--- src/buck_regs_defines.vh ---
// Register offsets, field positions, reset values and read masks of the control block.
// Assumes inclusion by bare name from the design files.
`ifndef BUCK_REGS_DEFINES_VH
`define BUCK_REGS_DEFINES_VH
`define ADDR_DISCHARGE_CTRL   8'h12
`define ADDR_SWITCH_MODE      8'h14
`define ADDR_PEAK_LIMIT       8'h16
`define ADDR_EVENT_STATUS     8'h18
`define BIT_DISCHARGE         4
`define BIT_FORCED_LOW        7
`define BIT_FORCED_HIGH       6
`define BIT_PEAK_MSB          7
`define BIT_PEAK_LSB          6
`define BIT_OVERCURRENT       7
`define BIT_SHORT_CIRCUIT     4
`define BIT_UNDERVOLTAGE      1
`define RST_DISCHARGE         1'h1
`define RST_FORCED_LOW        1'h1
`define RST_FORCED_HIGH       1'h1
`define RST_PEAK_LIMIT        2'h3
`define RST_EVENT             1'h0
`define MASK_DISCHARGE        8'h10
`define MASK_SWITCH_MODE      8'hC0
`define MASK_PEAK_LIMIT       8'hC0
`define MASK_EVENT_STATUS     8'h92
`endif

--- src/pin_sync.v ---
// Two-flop synchroniser for a single asynchronous level.
// Assumes the input comes from a pin outside the mclk domain.
`timescale 1ns/1ps
module pin_sync (
    // Clock and reset
    input  wire mclk,
    input  wire srst,
    // Level in and out
    input  wire async_in,
    output reg  sync_out
);
    reg meta_reg;

    always @(posedge mclk) begin
        if (srst) begin
            meta_reg <= 1'b0;
            sync_out <= 1'b0;
        end else begin
            meta_reg <= async_in;
            sync_out <= meta_reg;
        end
    end
endmodule

--- src/event_flag.v ---
// One sticky protection event flag that software clears by writing zero.
// Assumes the event input is already in the mclk domain.
`timescale 1ns/1ps
`include "buck_regs_defines.vh"
module event_flag (
    // Clock and reset
    input  wire mclk,
    input  wire srst,
    // Event and clear
    input  wire event_in,
    input  wire clear_in,
    output reg  flag_reg
);
    always @(posedge mclk) begin
        if (srst) begin
            flag_reg <= `RST_EVENT;
        end else if (event_in) begin
            flag_reg <= 1'b1;
        end else if (clear_in) begin
            flag_reg <= 1'b0;
        end
    end
endmodule

--- src/buck_control_status_regs.v ---
// Control and status registers of a step-down converter, reached over a simple byte port.
// Assumes the serial interface front end delivers byte writes and reads in the mclk domain,
// and that analog pins and protection detectors are asynchronous to mclk.
`timescale 1ns/1ps
`include "buck_regs_defines.vh"
module buck_control_status_regs (
    // Clock and reset
    input  wire       mclk,
    input  wire       srst,
    // Register port from the serial interface
    input  wire [7:0] reg_addr,
    input  wire [7:0] reg_wdata,
    input  wire       reg_wr,
    input  wire       reg_rd,
    output reg  [7:0] reg_rdata,
    output reg        reg_rvalid,
    // Pins and profile gates
    input  wire       enable_pin,
    input  wire       profile_selector_pin,
    input  wire       low_profile_enable_gate,
    input  wire       high_profile_enable_gate,
    // Protection detectors
    input  wire       overcurrent_detect,
    input  wire       short_circuit_detect,
    input  wire       undervoltage_detect,
    // Converter control
    output reg        converter_enable,
    output reg        discharge_active,
    output reg        forced_continuous,
    output reg  [1:0] peak_limit_code
);
    reg        discharge_reg;
    reg        forced_switching_low_profile;
    reg        forced_switching_high_profile;
    reg  [1:0] peak_limit_reg;
    wire       enable_s;
    wire       selector_s;
    wire       ocp_s;
    wire       scp_s;
    wire       uv_s;
    wire       overcurrent_event_flag;
    wire       short_circuit_event_flag;
    wire       input_undervoltage_event_flag;
    wire       status_wr;
    wire       enable_now;
    reg  [7:0] read_mux;
    reg        discharge_next;
    reg        forced_switching_low_profile_next;
    reg        forced_switching_high_profile_next;
    reg  [1:0] peak_limit_next;
    wire       wr_discharge;
    wire       wr_mode;
    wire       wr_peak;
    wire       forced_now;
    wire       discharge_now;
    wire       ocp_clear;
    wire       scp_clear;
    wire       uv_clear;
    wire       uv_event;
    wire [7:0] discharge_image;
    wire [7:0] mode_image;
    wire [7:0] peak_image;
    wire [7:0] status_image;

    function hit;
        input [7:0] addr;
        input [7:0] target;
        begin
            hit = (addr == target);
        end
    endfunction

    function [7:0] place_bit;
        input         value;
        input integer pos;
        begin
            place_bit      = 8'h00;
            place_bit[pos] = value;
        end
    endfunction

    // Pin synchronisers.
    pin_sync u_sync_en (
        .mclk     (mclk),
        .srst     (srst),
        .async_in (enable_pin),
        .sync_out (enable_s)
    );

    pin_sync u_sync_sel (
        .mclk     (mclk),
        .srst     (srst),
        .async_in (profile_selector_pin),
        .sync_out (selector_s)
    );

    pin_sync u_sync_ocp (
        .mclk     (mclk),
        .srst     (srst),
        .async_in (overcurrent_detect),
        .sync_out (ocp_s)
    );

    pin_sync u_sync_scp (
        .mclk     (mclk),
        .srst     (srst),
        .async_in (short_circuit_detect),
        .sync_out (scp_s)
    );

    pin_sync u_sync_uv (
        .mclk     (mclk),
        .srst     (srst),
        .async_in (undervoltage_detect),
        .sync_out (uv_s)
    );

    // Write decode and derived controls.
    assign wr_discharge  = reg_wr & hit(reg_addr, `ADDR_DISCHARGE_CTRL);
    assign wr_mode       = reg_wr & hit(reg_addr, `ADDR_SWITCH_MODE);
    assign wr_peak       = reg_wr & hit(reg_addr, `ADDR_PEAK_LIMIT);
    assign status_wr     = reg_wr & hit(reg_addr, `ADDR_EVENT_STATUS);

    assign enable_now    = enable_s & (selector_s ? high_profile_enable_gate
                                                  : low_profile_enable_gate);
    assign forced_now    = selector_s ? forced_switching_high_profile
                                      : forced_switching_low_profile;
    assign discharge_now = ~enable_now & discharge_reg;

    assign ocp_clear     = status_wr & ~reg_wdata[`BIT_OVERCURRENT];
    assign scp_clear     = status_wr & ~reg_wdata[`BIT_SHORT_CIRCUIT];
    assign uv_clear      = status_wr & ~reg_wdata[`BIT_UNDERVOLTAGE];
    assign uv_event      = uv_s & converter_enable;

    // Protection event flags.
    event_flag u_ocp (
        .mclk     (mclk),
        .srst     (srst),
        .event_in (ocp_s),
        .clear_in (ocp_clear),
        .flag_reg (overcurrent_event_flag)
    );

    event_flag u_scp (
        .mclk     (mclk),
        .srst     (srst),
        .event_in (scp_s),
        .clear_in (scp_clear),
        .flag_reg (short_circuit_event_flag)
    );

    event_flag u_uv (
        .mclk     (mclk),
        .srst     (srst),
        .event_in (uv_event),
        .clear_in (uv_clear),
        .flag_reg (input_undervoltage_event_flag)
    );

    // Next values of the writable control fields.
    always @* begin
        discharge_next = discharge_reg;
        if (wr_discharge) begin
            discharge_next = reg_wdata[`BIT_DISCHARGE];
        end
    end

    always @* begin
        forced_switching_low_profile_next = forced_switching_low_profile;
        if (wr_mode) begin
            forced_switching_low_profile_next = reg_wdata[`BIT_FORCED_LOW];
        end
    end

    always @* begin
        forced_switching_high_profile_next = forced_switching_high_profile;
        if (wr_mode) begin
            forced_switching_high_profile_next = reg_wdata[`BIT_FORCED_HIGH];
        end
    end

    always @* begin
        peak_limit_next = peak_limit_reg;
        if (wr_peak) begin
            peak_limit_next = reg_wdata[`BIT_PEAK_MSB:`BIT_PEAK_LSB];
        end
    end

    // Writable control fields.
    always @(posedge mclk) begin
        if (srst) begin
            discharge_reg <= `RST_DISCHARGE;
        end else begin
            discharge_reg <= discharge_next;
        end
    end

    always @(posedge mclk) begin
        if (srst) begin
            forced_switching_low_profile <= `RST_FORCED_LOW;
        end else begin
            forced_switching_low_profile <= forced_switching_low_profile_next;
        end
    end

    always @(posedge mclk) begin
        if (srst) begin
            forced_switching_high_profile <= `RST_FORCED_HIGH;
        end else begin
            forced_switching_high_profile <= forced_switching_high_profile_next;
        end
    end

    always @(posedge mclk) begin
        if (srst) begin
            peak_limit_reg <= `RST_PEAK_LIMIT;
        end else begin
            peak_limit_reg <= peak_limit_next;
        end
    end

    // Byte images of the mapped registers.
    assign discharge_image = place_bit(discharge_reg, `BIT_DISCHARGE);
    assign mode_image      = place_bit(forced_switching_low_profile, `BIT_FORCED_LOW)
                           | place_bit(forced_switching_high_profile, `BIT_FORCED_HIGH);
    assign peak_image      = place_bit(peak_limit_reg[1], `BIT_PEAK_MSB)
                           | place_bit(peak_limit_reg[0], `BIT_PEAK_LSB);
    assign status_image    = place_bit(overcurrent_event_flag, `BIT_OVERCURRENT)
                           | place_bit(short_circuit_event_flag, `BIT_SHORT_CIRCUIT)
                           | place_bit(input_undervoltage_event_flag, `BIT_UNDERVOLTAGE);

    // Read data with reserved bits forced to zero.
    always @* begin
        read_mux = 8'h00;
        case (reg_addr)
            `ADDR_DISCHARGE_CTRL: begin
                read_mux = discharge_image;
            end
            `ADDR_SWITCH_MODE: begin
                read_mux = mode_image;
            end
            `ADDR_PEAK_LIMIT: begin
                read_mux = peak_image;
            end
            `ADDR_EVENT_STATUS: begin
                read_mux = status_image;
            end
            default: begin
                read_mux = 8'h00;
            end
        endcase
    end

    // Registered read answer.
    always @(posedge mclk) begin
        if (srst) begin
            reg_rvalid <= 1'b0;
        end else begin
            reg_rvalid <= reg_rd;
        end
    end

    always @(posedge mclk) begin
        if (srst) begin
            reg_rdata <= 8'h00;
        end else if (reg_rd) begin
            reg_rdata <= read_mux;
        end
    end

    // Converter control outputs.
    always @(posedge mclk) begin
        if (srst) begin
            converter_enable <= 1'b0;
        end else begin
            converter_enable <= enable_now;
        end
    end

    always @(posedge mclk) begin
        if (srst) begin
            discharge_active <= 1'b0;
        end else begin
            discharge_active <= discharge_now;
        end
    end

    always @(posedge mclk) begin
        if (srst) begin
            forced_continuous <= 1'b1;
        end else begin
            forced_continuous <= forced_now;
        end
    end

    always @(posedge mclk) begin
        if (srst) begin
            peak_limit_code <= `RST_PEAK_LIMIT;
        end else begin
            peak_limit_code <= peak_limit_reg;
        end
    end
endmodule

--- config.mk ---
export PLATFORM = sky130hd
export DESIGN_NAME = buck_control_status_regs
export DESIGN_NICKNAME = d
export VERILOG_FILES = /design/src/pin_sync.v /design/src/event_flag.v /design/src/buck_control_status_regs.v
export VERILOG_INCLUDE_DIRS = /design/src /design/src/src
export SDC_FILE = /design/constraint.sdc
export NUM_CORES = 1
export LEC_CHECK = 0
export BUFFER_PORTS_ARGS = -buffer_cell sky130_fd_sc_hd__clkbuf_2
export CORE_ASPECT_RATIO = 1.4
export CORE_UTILIZATION = 50
export CTS_CLUSTER_DIAMETER = 120
export DETAILED_ROUTE_END_ITERATION = 6
export HOLD_SLACK_MARGIN = 0.15
export MAX_ROUTING_LAYER = met4
export PLACE_DENSITY = 0.81
export SYNTH_ARGS = -nofsm -noshare
export SYNTH_HDL_FRONTEND = slang
export SYNTH_SLANG_ARGS = --single-unit
--- constraint.sdc ---
create_clock -name mclk -period 2.5 [get_ports mclk]
set_clock_uncertainty 0.15 [all_clocks]
set_input_delay 0.375 -clock mclk [delete_from_list [all_inputs] [get_ports mclk]]
set_output_delay 0.375 -clock mclk [all_outputs]
set_load 0.01 [all_outputs]
# [Word-level counts from Yosys, hierarchy flattened]
# Index checks and enable logic that the tools add are counted.
[word_totals] input_bits=27 wordCells=57 output_inout_bits=14 regBits=32
[op_classes] n_eq_ne=4 muxes=9 bitwise=18 n_reduce_logical=3
[ops] op="== test 8 x 5 -> 1 bit, second input constant" n=4
[ops] op="case mux 8 bit (4 select lines)" n=1
[ops] op="bitwise OR 8 x 7 -> 8 bit" n=2
[ops] op="bitwise AND 1 bit" n=10
[ops] op="2-to-1 mux 1 bit" n=8
[ops] op="bitwise OR 8 x 2 -> 8 bit" n=1
[ops] op="bitwise OR 8 x 5 -> 8 bit" n=1
[ops] op="nonzero test 2 bit" n=3
[ops] op="NOT 1 bit" n=4

# [Logic depth before layout (Yosys ltp)]
[depth] depth_word=5 ltp_mapped=5 depth_no_buf=4

# [Cells and area by module]
# From an unflattened synthesis, not the netlist that was laid out.
[hier_totals] cells_unflattened=113 hier_area_um2=1121.1
[modules_own_cells] module="buck_control_status_regs" seq_area_each_um2=300.3 cells_each=81 area_per_inst_um2=742.0 n_inst=1
[modules_own_cells] module="pin_sync" seq_area_each_um2=40.0 cells_each=4 area_per_inst_um2=52.6 n_inst=5
[modules_own_cells] module="event_flag" seq_area_each_um2=20.0 cells_each=4 area_per_inst_um2=38.8 n_inst=3

# [Least setup slack after synthesis]
# OpenSTA, ideal clock, no wires.
[synth_path] path_type="input port to flip-flop" from="in reg_addr[5]" to="reg discharge_reg" t_arrival_ns=1.564 t_required_ns=2.228 setup_ns=0.122 n_path_buf=0 cell_stages=4 slack_ns=0.663 cell_sequence="or4b_4 nor3b_4 a21boi_1 a311o_1"
[synth_between] elab_chain_cells=2
[synth_lines] element="from (decl)" line_no="buck_control_status_regs.v:11" text="input wire [7:0] reg_addr,"
[synth_lines] element="== test 8 x 5 -> 1 bit" line_no="buck_control_status_regs.v:69" text="hit = (addr == target);"
[synth_lines] element="bitwise AND 1 bit" line_no="buck_control_status_regs.v:119" text="assign wr_discharge = reg_wr & hit(reg_addr, `ADDR_DISCHARGE_CTRL);"
[synth_lines] element="to (signal assigned)" line_no="buck_control_status_regs.v:192" text="discharge_reg <= `RST_DISCHARGE;"
[synth_lines] element="to (signal assigned)" line_no="buck_control_status_regs.v:194" text="discharge_reg <= discharge_next;"
[synth_lines] element="to (decl)" line_no="buck_control_status_regs.v:32" text="reg discharge_reg;"
# Every way passes these cells.
# A chain may end at the register's enable or synchronous reset.

# [Worst setup path in the final report]
# Same ends and word-level chain as after synthesis.

==> results.txt <==
The average cell area after synthesis came out at between 9 and 10 sq um. The repair_antennas step left the layout with diodes totalling 0. By startpoint and endpoint, the worst setup path is classified as in2reg. The internal power summed over all cells came out at about 0.65 mW. The cell area after layout is about 1300 sq um. The Yosys warning count is 0. The overflow left after global routing came out at 0. The per-cell routed wire length is approximately 11 um.

Setup violations remaining at the end of the flow were counted as 0. The HPWL reported at the end of detailed placement came out at about 1.4 mm. The maximum clock frequency is between 500 and 600 MHz. The clock passes through at most 2 buffers. After synthesis the netlist holds a flip-flop and latch count of 28. The fraction of final layout cells with drive strength greater than 1 is approximately 28%. The post-synthesis share of cell area spent on and, or, nand and nor gates is ~26%.

The fraction of registers with async set or reset after synthesis came out at 0%. The via density per instance is 5.073. The initial antenna violation count came out at 0. Sequential cells account for between 50% and 60% of the total power. The relative max-transition margin is between 60% and 70%. The largest fanout on the critical path is 7. The worst-skew pair later-pin latency came out at roughly 0.31 ns. In the post-synthesis netlist, the cell with the most instances is dfxtp_1. In this run, synthesis inferred 0 flip-flops with an integrated enable. STA classifies the critical path startpoint as a primary input. The run finished with clean final reports.

The number of design rule violations left after detail routing came out at 0. By area, the combinational part of the netlist is dominated by simple AND/OR/NAND/NOR gates. The adder-cell share of the synthesized area is 0%.

In this run the remaining antenna-violating nets after routing total 0. The area overhead of the layout relative to synthesis is 23.78%. The via count came out at 837.

dfxtp_1 takes more of the synthesized area than any other cell. The core region is 1997 sq um. The final count of pins violating max slew is 0. The peak supply drop came out at around 500 uV. The sum of negative setup slack is 0 ns. The clock input transition at the sequential cells of the worst setup and hold paths came out at 0.14 ns. The I/O pin count came out at 41.

The synthesized netlist devotes less than 1% of its cell area to XOR and XNOR gates. Setup repair after global routing left no endpoint under its margin. The largest net degree at the start of global routing came out at 30. The effective utilization at floorplan is 53.76%. The complex-gate fraction of the synthesized area is under 10%. The number of buffers created by CTS is 3. The net switching power came out at approximately 0.16 mW. The distinct cell type count of the synthesized netlist is 31. The power density over cell area is ~620 nW/um^2. After synthesis, the cell types taking the most area are dfxtp_1 (52%), nor2b_1 (7.0%), mux2i_1 (5.6%). The number of hold-slack violations in the final timing report came to 0. The worst path arrival time came out at 1.76 ns. The register area share after synthesis is 52.21%. The final layout contains approximately 170 nets.

The proportion of power drawn by the clock network is a little over a third. The worst hold path belongs to the class in2reg. The overall global routing resource usage is roughly 18%. The number of placement rows came out at 19. The CTS root buffer is clkbuf_4. The share of the synthesized area in the top cell type is a little over half. The mux share of post-synthesis cell area is between 6 and 7%. The switching share of total power came out at between 10% and 20%. The TritonCTS clock tree is yes.

For this block, the routed nets add up to around 1.9 mm of wire. The first global-routing pass estimated 2.980 mm of wire. Measured along the y axis, the die boundary spans about 57 um. At the worst endpoint, the required time is between 2 and 3 ns. At the pin with the least slew margin, the transition time is around 0.54 ns. The H-tree depth came out at 1. STA classifies the critical path endpoint as a register. The final cycle utilization of the critical path came out at between 60% and 70%. The die outline width is between 40 and 50 um. The first-pass detailed-route iteration total came out at 4. Combinational logic is responsible for approximately 8.4% of the overall power.

Synthesis handed over a netlist of about 110 instances. By count the netlist is led by dfxtp_1 (28), nor2_1 (16), nor2b_1 (12). The floorplan die area is roughly 2300 sq um. The weighted congestion at the end of routability-driven global placement came out at ~0.73. The via count of the first global-routing pass is between 700 and 800. For this run, the leading register cell type out of synthesis is dfxtp_1. For this design the static power due to leakage is 0.5817 nW.

The number of maximum-capacitance constraint violations came out at 0. The worst path needs roughly 1.7 ns of the cycle, external delays included. The number of design-rule violations left by the first detailed-router iteration came out at 6. The clock sink count is 28. The quantity of I/O buffers inserted on ports is 32. The number of flip-flops under the largest register name came out at 4. The cell area after synthesis came out at around 1100 sq um. After detailed placement, the total cell area comes to 1226 sq um.
==> layout make-up <==
cell class / count / area [sq um]
Fill cell: 174 / 668.1
Sequential cell: 28 / 560.5
Multi-Input combinational cell: 71 / 464.2
Timing Repair Buffer: 37 / 210.2
Clock inverter: 1 / 30.03
Tap cell: 21 / 26.28
Clock buffer: 3 / 22.52
Inverter: 4 / 15.01
==> power groups by stage <==
stage	Clock, mW	Combinational [mW]	Sequential (mW)
3_5_place_dp	0	0.0625	0.473
4_1_cts	0.289	0.0686	0.463
5_1_grt	0.307	0.0758	0.464
6_report	0.286	0.0688	0.463
2_1_floorplan	0	0.0391	0.473
3_3_place_gp	0	0.0604	0.472
==> worst paths after layout <==
kind | depth (start not counted) | endpoint | from | slack (ns)
setup / recovery | 5 | discharge_reg | reg_addr[5] | 0.81
hold / removal | 2 | discharge_reg | reg_wdata[4] | 0.18
setup reg to reg | 3 | discharge_active | u_sync_sel.sync_out | 1.36
hold reg to reg | 1 | u_sync_sel.sync_out | u_sync_sel.meta_reg | 0.30
==> layout by cell type, fill, tap and decap left out, types with 2 or more instances in the layout <==
master          n
conb_1          4
a21oi_1         2
a311oi_1        2
nand2_1         4
nand4_1         2
dfxtp_1        28
nand3b_1        2
nor2_1         16
nor3b_1         3
nand2b_1        2
clkbuf_2       32
dlygate4sd3_1   5
clkbuf_4        3
mux2i_1         6
inv_1           4
nor2b_1        12
==> per-stage QoR <==
| stage | worst slack [ns] | utilization [%] | hold slack [ns] | power [mW] | cells |
|---|---|---|---|---|---|
| after global routing | 0.7399 | 66.54 | 0.1891 | 0.8469 | 165 |
| after detailed placement | 0.4548 | 61.40 | 0.2742 | 0.5351 | 156 |
| after floorplan | 0.6633 | - | 0.2616 | 0.5120 | 111 |
| after global placement | 0.4915 | 61.40 | 0.2670 | 0.5324 | 156 |
| after CTS | 0.8033 | 66.54 | 0.1713 | 0.8201 | 165 |
| final | 0.8088 | 66.54 | 0.1766 | 0.8175 | 165 |
==> worst max-delay path: stages <==
cell      delay (ns)
clkbuf_2        0.09
or4b_4          0.55
nor3b_4         0.32
a21boi_1        0.10
a311o_1         0.33
==> routing by layer <==
layer  GRT usage [%]  vias to the layer above  part of all wire (%)
li1                -                      430                     -
met1           17.56                      375                    38
met2           34.60                       28                    55
met3           2.372                        4                   5.3
met4           5.069                        0                   1.4
met5               -                        -                     0
==> cell families after synthesis <==
logic type	after synthesis
other cells	1
buf+inv	12
mux	7
flops	28
simple gates	47
xor+xnor	1
compound gates	12
==> timing repair <==
action                     in CTS  in global routing
hold endpoints to repair        5                  0
resized for setup               0                  0
hold buffers                    5                  0
buffers inserted                0                  0
setup endpoints to repair       0                  0
(Power assumes the default switching activity.)
